$ cat config.mk
export PLATFORM = sky130hd
export DESIGN_NAME = irmc_top
export DESIGN_NICKNAME = d
export VERILOG_FILES = /design/src/logic/irmc_pkg.sv /design/src/logic/irmc_reg_if.sv /design/src/logic/irmc_input_cfg.sv /design/src/logic/irmc_top.sv
export SDC_FILE = /design/constraint.sdc
export NUM_CORES = 1
export LEC_CHECK = 0
export BUFFER_PORTS_ARGS = -buffer_cell sky130_fd_sc_hd__buf_2
export CAP_MARGIN = 30
export CORE_UTILIZATION = 45
export CTS_CLUSTER_DIAMETER = 50
export CTS_CLUSTER_SIZE = 12
export DETAILED_ROUTE_END_ITERATION = 8
export GPL_ROUTABILITY_DRIVEN = 0
export HOLD_SLACK_MARGIN = 0.08
export PLACE_DENSITY = 0.79
export SKIP_LAST_GASP = 1
export SLEW_MARGIN = 15
export SYNTH_ARGS = -nofsm -noshare
export SYNTH_HDL_FRONTEND = slang
export SYNTH_SLANG_ARGS = --single-unit
$ cat constraint.sdc
create_clock -name clk_sys -period 1.34 [get_ports clk_sys]
set_input_delay 0.067 -clock clk_sys [delete_from_list [all_inputs] [get_ports clk_sys]]
set_output_delay 0.067 -clock clk_sys [all_outputs]
set_load 0.02 [all_outputs]
$ cat src/logic/irmc_pkg.sv
// constants and types of the input reference and loop mode configuration
// Operation
// - bit 7 routes input through programmable pre-divider
// - bit 6 selects fixed pre-divider, 8 kHz lock
// - bits 5:4 pick leaky-bucket configuration zero-three
// - bits 3:0 code nominal input frequency
// - reset: inputs 1,2 zero; inputs 3,4 0x03
// - mode field 000 automatic, else forces state; here code 011 forces nothing
// - forced-state codes fixed; 011 unused; force carefully
package irmc_pkg;

   localparam int NUM_INPUTS = 4;
   localparam int ADDR_W     = 8;
   localparam int DATA_W     = 8;
   localparam int BUCKET_W   = 2;
   localparam int FREQ_W     = 4;
   localparam int MODE_W     = 3;

   // ******************************************************************
   // register map
   // ******************************************************************
   localparam logic [ADDR_W-1:0] INPUT_CFG_ADDR [NUM_INPUTS] =
      '{8'h22, 8'h23, 8'h27, 8'h28};
   localparam logic [DATA_W-1:0] INPUT_CFG_RESET [NUM_INPUTS] =
      '{8'h00, 8'h00, 8'h03, 8'h03};
   localparam logic [ADDR_W-1:0] LOOP_FORCE_ADDR  = 8'h32;
   localparam logic [MODE_W-1:0] LOOP_FORCE_RESET = 3'h0;
   localparam logic [DATA_W-1:0] UNMAPPED_READ    = 8'h00;

   // ******************************************************************
   // field layout of an input configuration register and of the loop state force register
   // ******************************************************************
   localparam int PREDIV_BIT = 7;
   localparam int LOCK8K_BIT = 6;
   localparam int BUCKET_HI  = 5;
   localparam int BUCKET_LO  = 4;
   localparam int FREQ_HI    = 3;
   localparam int FREQ_LO    = 0;
   localparam int MODE_HI    = 2;
   localparam int MODE_LO    = 0;

   // frequency codes: 8 is a hole, above 10 unused
   localparam logic [FREQ_W-1:0] FREQ_CODE_8K   = 4'h0;
   localparam logic [FREQ_W-1:0] FREQ_CODE_RSVD = 4'h8;
   localparam logic [FREQ_W-1:0] FREQ_CODE_MAX  = 4'ha;

   typedef enum logic [MODE_W-1:0] {
      LOOP_AUTO        = 3'b000,
      LOOP_FREE_RUN    = 3'b001,
      LOOP_HOLDOVER    = 3'b010,
      LOOP_UNUSED      = 3'b011,
      LOOP_LOCKED      = 3'b100,
      LOOP_PRE_LOCKED2 = 3'b101,
      LOOP_PRE_LOCKED  = 3'b110,
      LOOP_PHASE_LOST  = 3'b111
   } irmc_loop_state_t;

   function automatic logic irmcFreqUnused(input logic [FREQ_W-1:0] code);
      irmcFreqUnused = (code == FREQ_CODE_RSVD) || (code > FREQ_CODE_MAX);
   endfunction

endpackage

$ cat src/logic/irmc_reg_if.sv
// carrier between the register bank and one input configuration register
`timescale 1ns/100ps
interface irmc_reg_if;
   import irmc_pkg::*;
   logic              wrEn;
   logic [DATA_W-1:0] wrData;
   logic [DATA_W-1:0] word;
   logic              freqUnused;

   modport owner (input wrEn, input wrData, output word, output freqUnused);
   modport bank  (output wrEn, output wrData, input word, input freqUnused);
endinterface

$ cat src/logic/irmc_input_cfg.sv
// one reference input configuration register with its frequency check
`timescale 1ns/100ps
module irmc_input_cfg
#(
   parameter logic [irmc_pkg::DATA_W-1:0] RESET_VALUE = 8'h00
)
(
   input  wire logic clk_sys,
   input  wire logic rst,
   irmc_reg_if.owner cfgPort
);
   import irmc_pkg::*;

   localparam logic RESET_UNUSED =
      irmcFreqUnused(RESET_VALUE[FREQ_HI:FREQ_LO]);

   logic [DATA_W-1:0] word_r;
   logic [DATA_W-1:0] word_nxt;
   logic              unused_r;
   logic              unused_nxt;

   always_comb
   begin
      word_nxt = word_r;
      if (cfgPort.wrEn)
      begin
         word_nxt = cfgPort.wrData;
      end
      // flag codes that name no frequency
      unused_nxt = irmcFreqUnused(word_nxt[FREQ_HI:FREQ_LO]);
   end

   always_ff @(posedge clk_sys or posedge rst)
   begin
      if (rst)
      begin
         word_r   <= RESET_VALUE;
         unused_r <= RESET_UNUSED;
      end
      else
      begin
         word_r   <= word_nxt;
         unused_r <= unused_nxt;
      end
   end

   assign cfgPort.word       = word_r;
   assign cfgPort.freqUnused = unused_r;
endmodule

$ cat src/logic/irmc_top.sv
// register bank for reference input and main loop mode configuration
`timescale 1ns/100ps
module irmc_top
#(
   parameter int NUM_INPUTS = irmc_pkg::NUM_INPUTS
)
(
   input  wire logic                                      clk_sys,
   input  wire logic                                      rst,
   input  wire logic                                      cfgWrEn,
   input  wire logic                                      cfgRdEn,
   input  wire logic [irmc_pkg::ADDR_W-1:0]               cfgAddr,
   input  wire logic [irmc_pkg::DATA_W-1:0]               cfgWrData,
   output logic      [irmc_pkg::DATA_W-1:0]               cfgRdData,
   output logic                                           cfgRdValid,
   output logic      [NUM_INPUTS-1:0]                     inputPredivideSelect,
   output logic      [NUM_INPUTS-1:0]                     lockAt8kSelect,
   output logic      [irmc_pkg::BUCKET_W*NUM_INPUTS-1:0]  activityBucketSelect,
   output logic      [irmc_pkg::FREQ_W*NUM_INPUTS-1:0]    inputFrequencyCode,
   output logic      [NUM_INPUTS-1:0]                     inputFreqCodeUnused,
   output irmc_pkg::irmc_loop_state_t                     mainLoopForcedState,
   output logic                                           mainLoopAutomatic,
   output logic                                           mainLoopForceActive
);
   import irmc_pkg::*;

   // ******************************************************************
   // elaboration check
   // ******************************************************************
   if (NUM_INPUTS != irmc_pkg::NUM_INPUTS)
   begin : gBadCount
      $error("irmc_top: input count must match the register map");
   end

   logic [DATA_W-1:0] inWord [NUM_INPUTS];
   logic [NUM_INPUTS-1:0] inWrHit;

   // ******************************************************************
   // per-input configuration registers
   // ******************************************************************
   for (genvar i = 0; i < NUM_INPUTS; i++)
   begin : gInput
      irmc_reg_if regIf ();

      assign inWrHit[i]     = cfgWrEn && (cfgAddr == INPUT_CFG_ADDR[i]);
      assign regIf.wrEn     = inWrHit[i];
      assign regIf.wrData   = cfgWrData;
      assign inWord[i]      = regIf.word;

      irmc_input_cfg #(
         .RESET_VALUE (INPUT_CFG_RESET[i])
      ) uCfg (
         .clk_sys (clk_sys),
         .rst     (rst),
         .cfgPort (regIf.owner)
      );

      // field routing to the loop, monitors and pre-dividers
      assign inputPredivideSelect[i] = regIf.word[PREDIV_BIT];
      assign lockAt8kSelect[i]       = regIf.word[LOCK8K_BIT];
      assign activityBucketSelect[BUCKET_W*i +: BUCKET_W] =
         regIf.word[BUCKET_HI:BUCKET_LO];
      assign inputFrequencyCode[FREQ_W*i +: FREQ_W] =
         regIf.word[FREQ_HI:FREQ_LO];
      assign inputFreqCodeUnused[i]  = regIf.freqUnused;
   end

   // ******************************************************************
   // loop state force register
   // ******************************************************************
   irmc_loop_state_t forceState_r;
   irmc_loop_state_t forceState_nxt;
   logic             auto_r;
   logic             auto_nxt;
   logic             active_r;
   logic             active_nxt;

   always_comb
   begin
      forceState_nxt = forceState_r;
      if (cfgWrEn && (cfgAddr == LOOP_FORCE_ADDR))
      begin
         // only the mode field is stored
         forceState_nxt = irmc_loop_state_t'(cfgWrData[MODE_HI:MODE_LO]);
      end
      auto_nxt   = 1'b0;
      active_nxt = 1'b0;
      case (forceState_nxt)
         LOOP_AUTO:   auto_nxt   = 1'b1;
         LOOP_UNUSED: active_nxt = 1'b0;
         default:     active_nxt = 1'b1;
      endcase
   end

   always_ff @(posedge clk_sys or posedge rst)
   begin
      if (rst)
      begin
         forceState_r <= irmc_loop_state_t'(LOOP_FORCE_RESET);
         auto_r       <= 1'b1;
         active_r     <= 1'b0;
      end
      else
      begin
         forceState_r <= forceState_nxt;
         auto_r       <= auto_nxt;
         active_r     <= active_nxt;
      end
   end

   assign mainLoopForcedState = forceState_r;
   assign mainLoopAutomatic   = auto_r;
   assign mainLoopForceActive = active_r;

   // ******************************************************************
   // read port
   // ******************************************************************
   logic [DATA_W-1:0] rdData_r;
   logic [DATA_W-1:0] rdData_nxt;
   logic              rdValid_r;
   logic              rdValid_nxt;

   always_comb
   begin
      rdValid_nxt = cfgRdEn;
      rdData_nxt  = rdData_r;
      if (cfgRdEn)
      begin
         if (cfgAddr == INPUT_CFG_ADDR[0])
            rdData_nxt = inWord[0];
         else if (cfgAddr == INPUT_CFG_ADDR[1])
            rdData_nxt = inWord[1];
         else if (cfgAddr == INPUT_CFG_ADDR[2])
            rdData_nxt = inWord[2];
         else if (cfgAddr == INPUT_CFG_ADDR[3])
            rdData_nxt = inWord[3];
         else if (cfgAddr == LOOP_FORCE_ADDR)
            rdData_nxt = {{(DATA_W-MODE_W){1'b0}}, forceState_r};
         else
            rdData_nxt = UNMAPPED_READ;
      end
   end

   always_ff @(posedge clk_sys or posedge rst)
   begin
      if (rst)
      begin
         rdData_r  <= UNMAPPED_READ;
         rdValid_r <= 1'b0;
      end
      else
      begin
         rdData_r  <= rdData_nxt;
         rdValid_r <= rdValid_nxt;
      end
   end

   assign cfgRdData  = rdData_r;
   assign cfgRdValid = rdValid_r;

   for (genvar k = 0; k < NUM_INPUTS; k++)
   begin : gChk

   end
endmodule

---- Word level (Yosys, flattened, before mapping) ----
Cells that the tools add are included.
operators by class
  muxes and demuxes ....................... 12
  order comparisons ....................... 4
  eq/ne operators ......................... 10
  reductions and logical operators ........ 11
operators by type and width
  kind                                                 number
  equality test 8 x 6 -> 1 bit, second input constant  5
  2-to-1 mux 8 bit                                     4
  equality test 4 bit, second input constant           4
  > comparator 4 bit, second input constant            4
  2-to-1 mux 4 bit                                     4
  2-to-1 mux 3 bit                                     2
  logical AND 1 bit                                    5
  logical OR 1 bit                                     4
  equality test 3 x 2 -> 1 bit, second input constant  1
  zero test 3 bit                                      1
  2-to-1 mux 1 bit                                     2
  OR reduction 2 bit                                   1
word-level totals
  output and inout bits ................... 50
  logic and storage cells ................. 54
  register bits after elaboration ......... 50
  input port bits ......................... 20

---- Depth between registers and ports, before layout ----
  depth in word-level cells ............... 6
  mapped depth ............................ 5

---- Hierarchy ----
A second synthesis with hierarchy kept.
second synthesis, totals
  cells, all modules ...................... 194
  area total of the unflattened synthesis .. 2466.1 um^2
modules (own cells, without submodules)
  module                                times used  cells an instance  area each (um^2)
  irmc_top                              1           110                1044.8
  irmc_input_cfg at gInput[2].uCfg ...  2           21                 356.6
  irmc_input_cfg at gInput[0].uCfg ...  2           21                 354.1

---- Worst setup path after synthesis ----
OpenSTA, ideal clock, no wires.
  kind .................................... input to register
  start ................................... in cfgAddr[3] in the netlist's numbering
  end ..................................... reg gInput[0].uCfg.word_r[0]
  path buffers ............................ 1
  slack ................................... -9 ps
  required time ........................... 1215 ps
  stages on the path ...................... 4
  arrival time ............................ 1224 ps
  path through ............................ or4b_1 buf_6 nor2_8 mux2_2
on the way
  word-level cells in the longest chain between the ends .. 3
RTL lines
  item                            line                  text
  start, declared                 irmc_top.sv:12        input wire logic [irmc_pkg::ADDR_W-1:0] cfgAddr,
  equality test 8 x 6 -> 1 bit    irmc_top.sv:45        assign inWrHit[i] = cfgWrEn && (cfgAddr == INPUT_CFG_ADDR[i]);
  logical AND 1 bit               irmc_top.sv:45
  2-to-1 mux 4 bit                irmc_input_cfg.sv:25  if (cfgPort.wrEn)
  net gInput[0].uCfg.word_nxt[0]  irmc_input_cfg.sv:18  logic [DATA_W-1:0] word_nxt;
  end signal, assigned            irmc_input_cfg.sv:42  word_r <= word_nxt;
  end, declared                   irmc_input_cfg.sv:17  logic [DATA_W-1:0] word_r;
The timed path passes the listed nets, and every way through them passes these cells.
A chain may end at the register's enable or synchronous reset.

---- Final worst setup path ----
  start ................................... in cfgAddr[3] in the netlist's numbering
  end ..................................... reg gInput[0].uCfg.word_r[6]
on the way
  word-level cells in the longest chain between the ends .. 2
RTL lines
  item                          line
  equality test 8 x 6 -> 1 bit  irmc_top.sv:45
  logical AND 1 bit             irmc_top.sv:45
Every way passes these cells.

==> impl_metrics.toml <==
[run_status]
status = "finished clean"

[worst_setup_path]
crit_required_ps = 1530
start_kind = "input pin"
r2r-start = "gInput[1].uCfg.cfgPort.word[7]"
crit_path_max_fanout = 9
arrival_ps = 1450
crit_type = "in -> reg"
regToRegEndpoint = "cfgRdData[7]"
reg2reg_slack_ps = 190
worst-r2r-cell-count = 4
cp-end-kind = "flip-flop"

[placement]
portBuffers = 69
hpwl_mm = 4.43
dp_slack_ps = -235

[floorplanning]
fp.dieW_um = 74.8
die_y_um = 74.8
pin_count = 70
core_area_sq_um = 5110
die_area_sq_um = 5600
row_count = 26
start_util_pct = 46.7

[clocking]
cts_root_buf = "clkbuf_8"
clk_latency_ps = 300
cts_buffer_depth = 2
cts_buffers = 5
cts.sinks = 50
clk_pin_slew_ps = 90
tritoncts = "built"
ctsHtreeMaxLevel = 2

[grt]
grt_antenna_before_repair = 0
grt_util_all_layers_pct = 23.2
grt_pass1_wl_mm = 9.38
grt_max_degree = 51
grt_pass1_vias = 1844
overflow = 0

[power_and_ir_drop]
peakVddDrop_uv = 477
switching_share_pct = 27.3
pwr-share-clk_pct = 30.0
p_leak_nw = 1.61
p_per_area_nw_per_um2 = 966
power.switching_mw = 0.827
p_int_mw = 2.21
p_seq_share_pct = 54.1
power.share.combinational_pct = 15.9

[detailed_routing]
ant_nets = 0
drc = 0
dr_total_vias = 1922
detail_route.wl_per_cell_um = 16.6
firstDrtPassIters = 4
wirelength_mm = 6.00
drt-initial-drc-count = 129
viasPerCell = 5.31

[timing]
hold_ws_ps = 100
tightest_slew_ps = 348
finClkSkew_ps = 9.42
max_slew_margin_pct = 76.8
finalCriticalPeriod_ps = 1260
timing.fmax_mhz = 793
fin_tns_setup_ps = 0
min_period_over_period_pct = 94.1
hold_viol = 0
worst_slack_ps = 78.8
final-setup-viol-count = 0
slew_viol_final = 0
rsz0062_at_grt = "false"

[layout]
finalNetCount = 311
drive_above_1_share_pct = 51.4
diodes = 0
area_delta_synth_final_pct = 31.6

[logic_synthesis]
ys.flop_type = "dfrtp_1"
synth_top_cell_by_area = "dfrtp_1"
netlist_top_cells_area = "dfrtp_1 47%, mux2_2 16%, dfstp_2 5.5%"
synth-seq-cells = 50
syn_area_per_cell_sq_um = 12.6
yosysMostFrequentCell = "dfrtp_1"
synth_commonest_cells = "45 x dfrtp_1, 34 x mux2_2, 10 x inv_1"
ys_types = 39
ys_seq_area_share_pct = 52.7
async_flop_share_pct = 100
synth_edf_count = 0
netlist_area_sq_um = 2390
synth_top_area_share_pct = 47.2
yosys_warnings = 0
syn_nets = 210
syn-instance-count = 190

[job]
drv_cap = 0

[min_path]
hold_depth = 2
hold_start = "cfgWrData[2]"
hp-class = "in -> reg"
hold_end = "gInput[2].uCfg.cfgPort.word[2]"
==> worst max-delay path: stages <==
cell	delay, ps
buf_2	120
or4b_1	520
buf_4	200
nor2_8	180
mux2_2	360
==> metrics by stage <==
| step | power, mW | util [%] | area [sq um] | cells |
|---|---|---|---|---|
| after floorplan | 1.93 | - | 2390 | 190 |
| after global placement | 2.12 | 58.3 | 2980 | 347 |
| after detailed placement | 2.14 | 58.3 | 2980 | 347 |
| after CTS | 3.05 | 61.5 | 3140 | 362 |
| after global routing | 3.15 | 61.5 | 3140 | 362 |
| final | 3.03 | 61.5 | 3140 | 362 |
==> cell families (layout without fill, tap and decap cells) <==
kind of cell | count (synthesis) | after routing | synth area share [%]
simple gates | 35 | 35 | 11.1
xor+xnor | 6 | 6 | 2.20
flops | 50 | 50 | 52.7
buf+inv | 19 | 121 | 4.04
compound gates | 41 | 41 | 11.8
mux | 39 | 39 | 18.2
==> power groups by stage <==
stage          logic (mW)  clock network (mW)  registers (mW)
2_1_floorplan       0.190                   0            1.74
3_3_place_gp        0.456                   0            1.67
3_5_place_dp        0.467                   0            1.67
4_1_cts             0.484               0.927            1.64
5_1_grt             0.527               0.976            1.65
6_report            0.482               0.910            1.64
==> state kept, by name (all words and copies together) (netlist names) <==
name and cells:
mainLoopForcedState 3, cfgRdData 8, gInput.uCfg.cfgPort.freqUnused 4, gInput.uCfg.cfgPort.word 32, mainLoopForceActive 1, mainLoopAutomatic 1
cfgRdValid 1
==> placed cells by master, fill, tap and decap left out, types with 7 or more instances in the layout <==
master,count
buf_2,69
dlygate4sd3_1,7
o21ai_0,9
inv_1,9
buf_4,26
a221oi_1,7
a21oi_1,7
dfrtp_1,45
mux2_2,34
==> final cells by class <==
| cell class | count | area, sq um |
|---|---|---|
| inverter | 10 | 37.5 |
| multi-input combinational | 121 | 1030 |
| clock inverter | 2 | 12.5 |
| fill | 432 | 1970 |
| timing repair buffer | 103 | 631 |
| sequential | 50 | 1260 |
| tap | 70 | 87.6 |
| clock buffer | 6 | 82.6 |
==> timing repair <==
action,CTS,global route
setup buffers,0,0
gates resized for setup,0,0
hold buffers,7,0
hold endpoints to repair,71,0
endpoints found under the setup margin,0,0
==> how the worst max path moves through the flow <==
stage,startpoint,end,slack (ps),cells after the start
floorplan,cfgAddr[3],gInput[0].uCfg.cfgPort.word[0],-9,4
global placement,cfgAddr[2],gInput[3].uCfg.cfgPort.word[4],-190,4
detailed placement,cfgAddr[3],gInput[0].uCfg.cfgPort.word[6],-230,5
CTS,cfgAddr[3],gInput[0].uCfg.cfgPort.word[6],100,5
global route,cfgAddr[3],gInput[0].uCfg.cfgPort.word[3],50,5
finish,cfgAddr[3],gInput[0].uCfg.cfgPort.word[6],80,5
==> layer usage <==
metal  share of wire, %  wire [um]  global-route usage (%)  vias to the layer above
li1                   -          -                       -                      898
met1                 46       2760                    31.3                      945
met2                 47       2830                    36.8                       65
met3                4.6        277                    4.15                       14
met4                2.3        136                    10.3                        0
met5                  0          0                       0                        -
No activity file was read; power rests on OpenSTA's default activity.
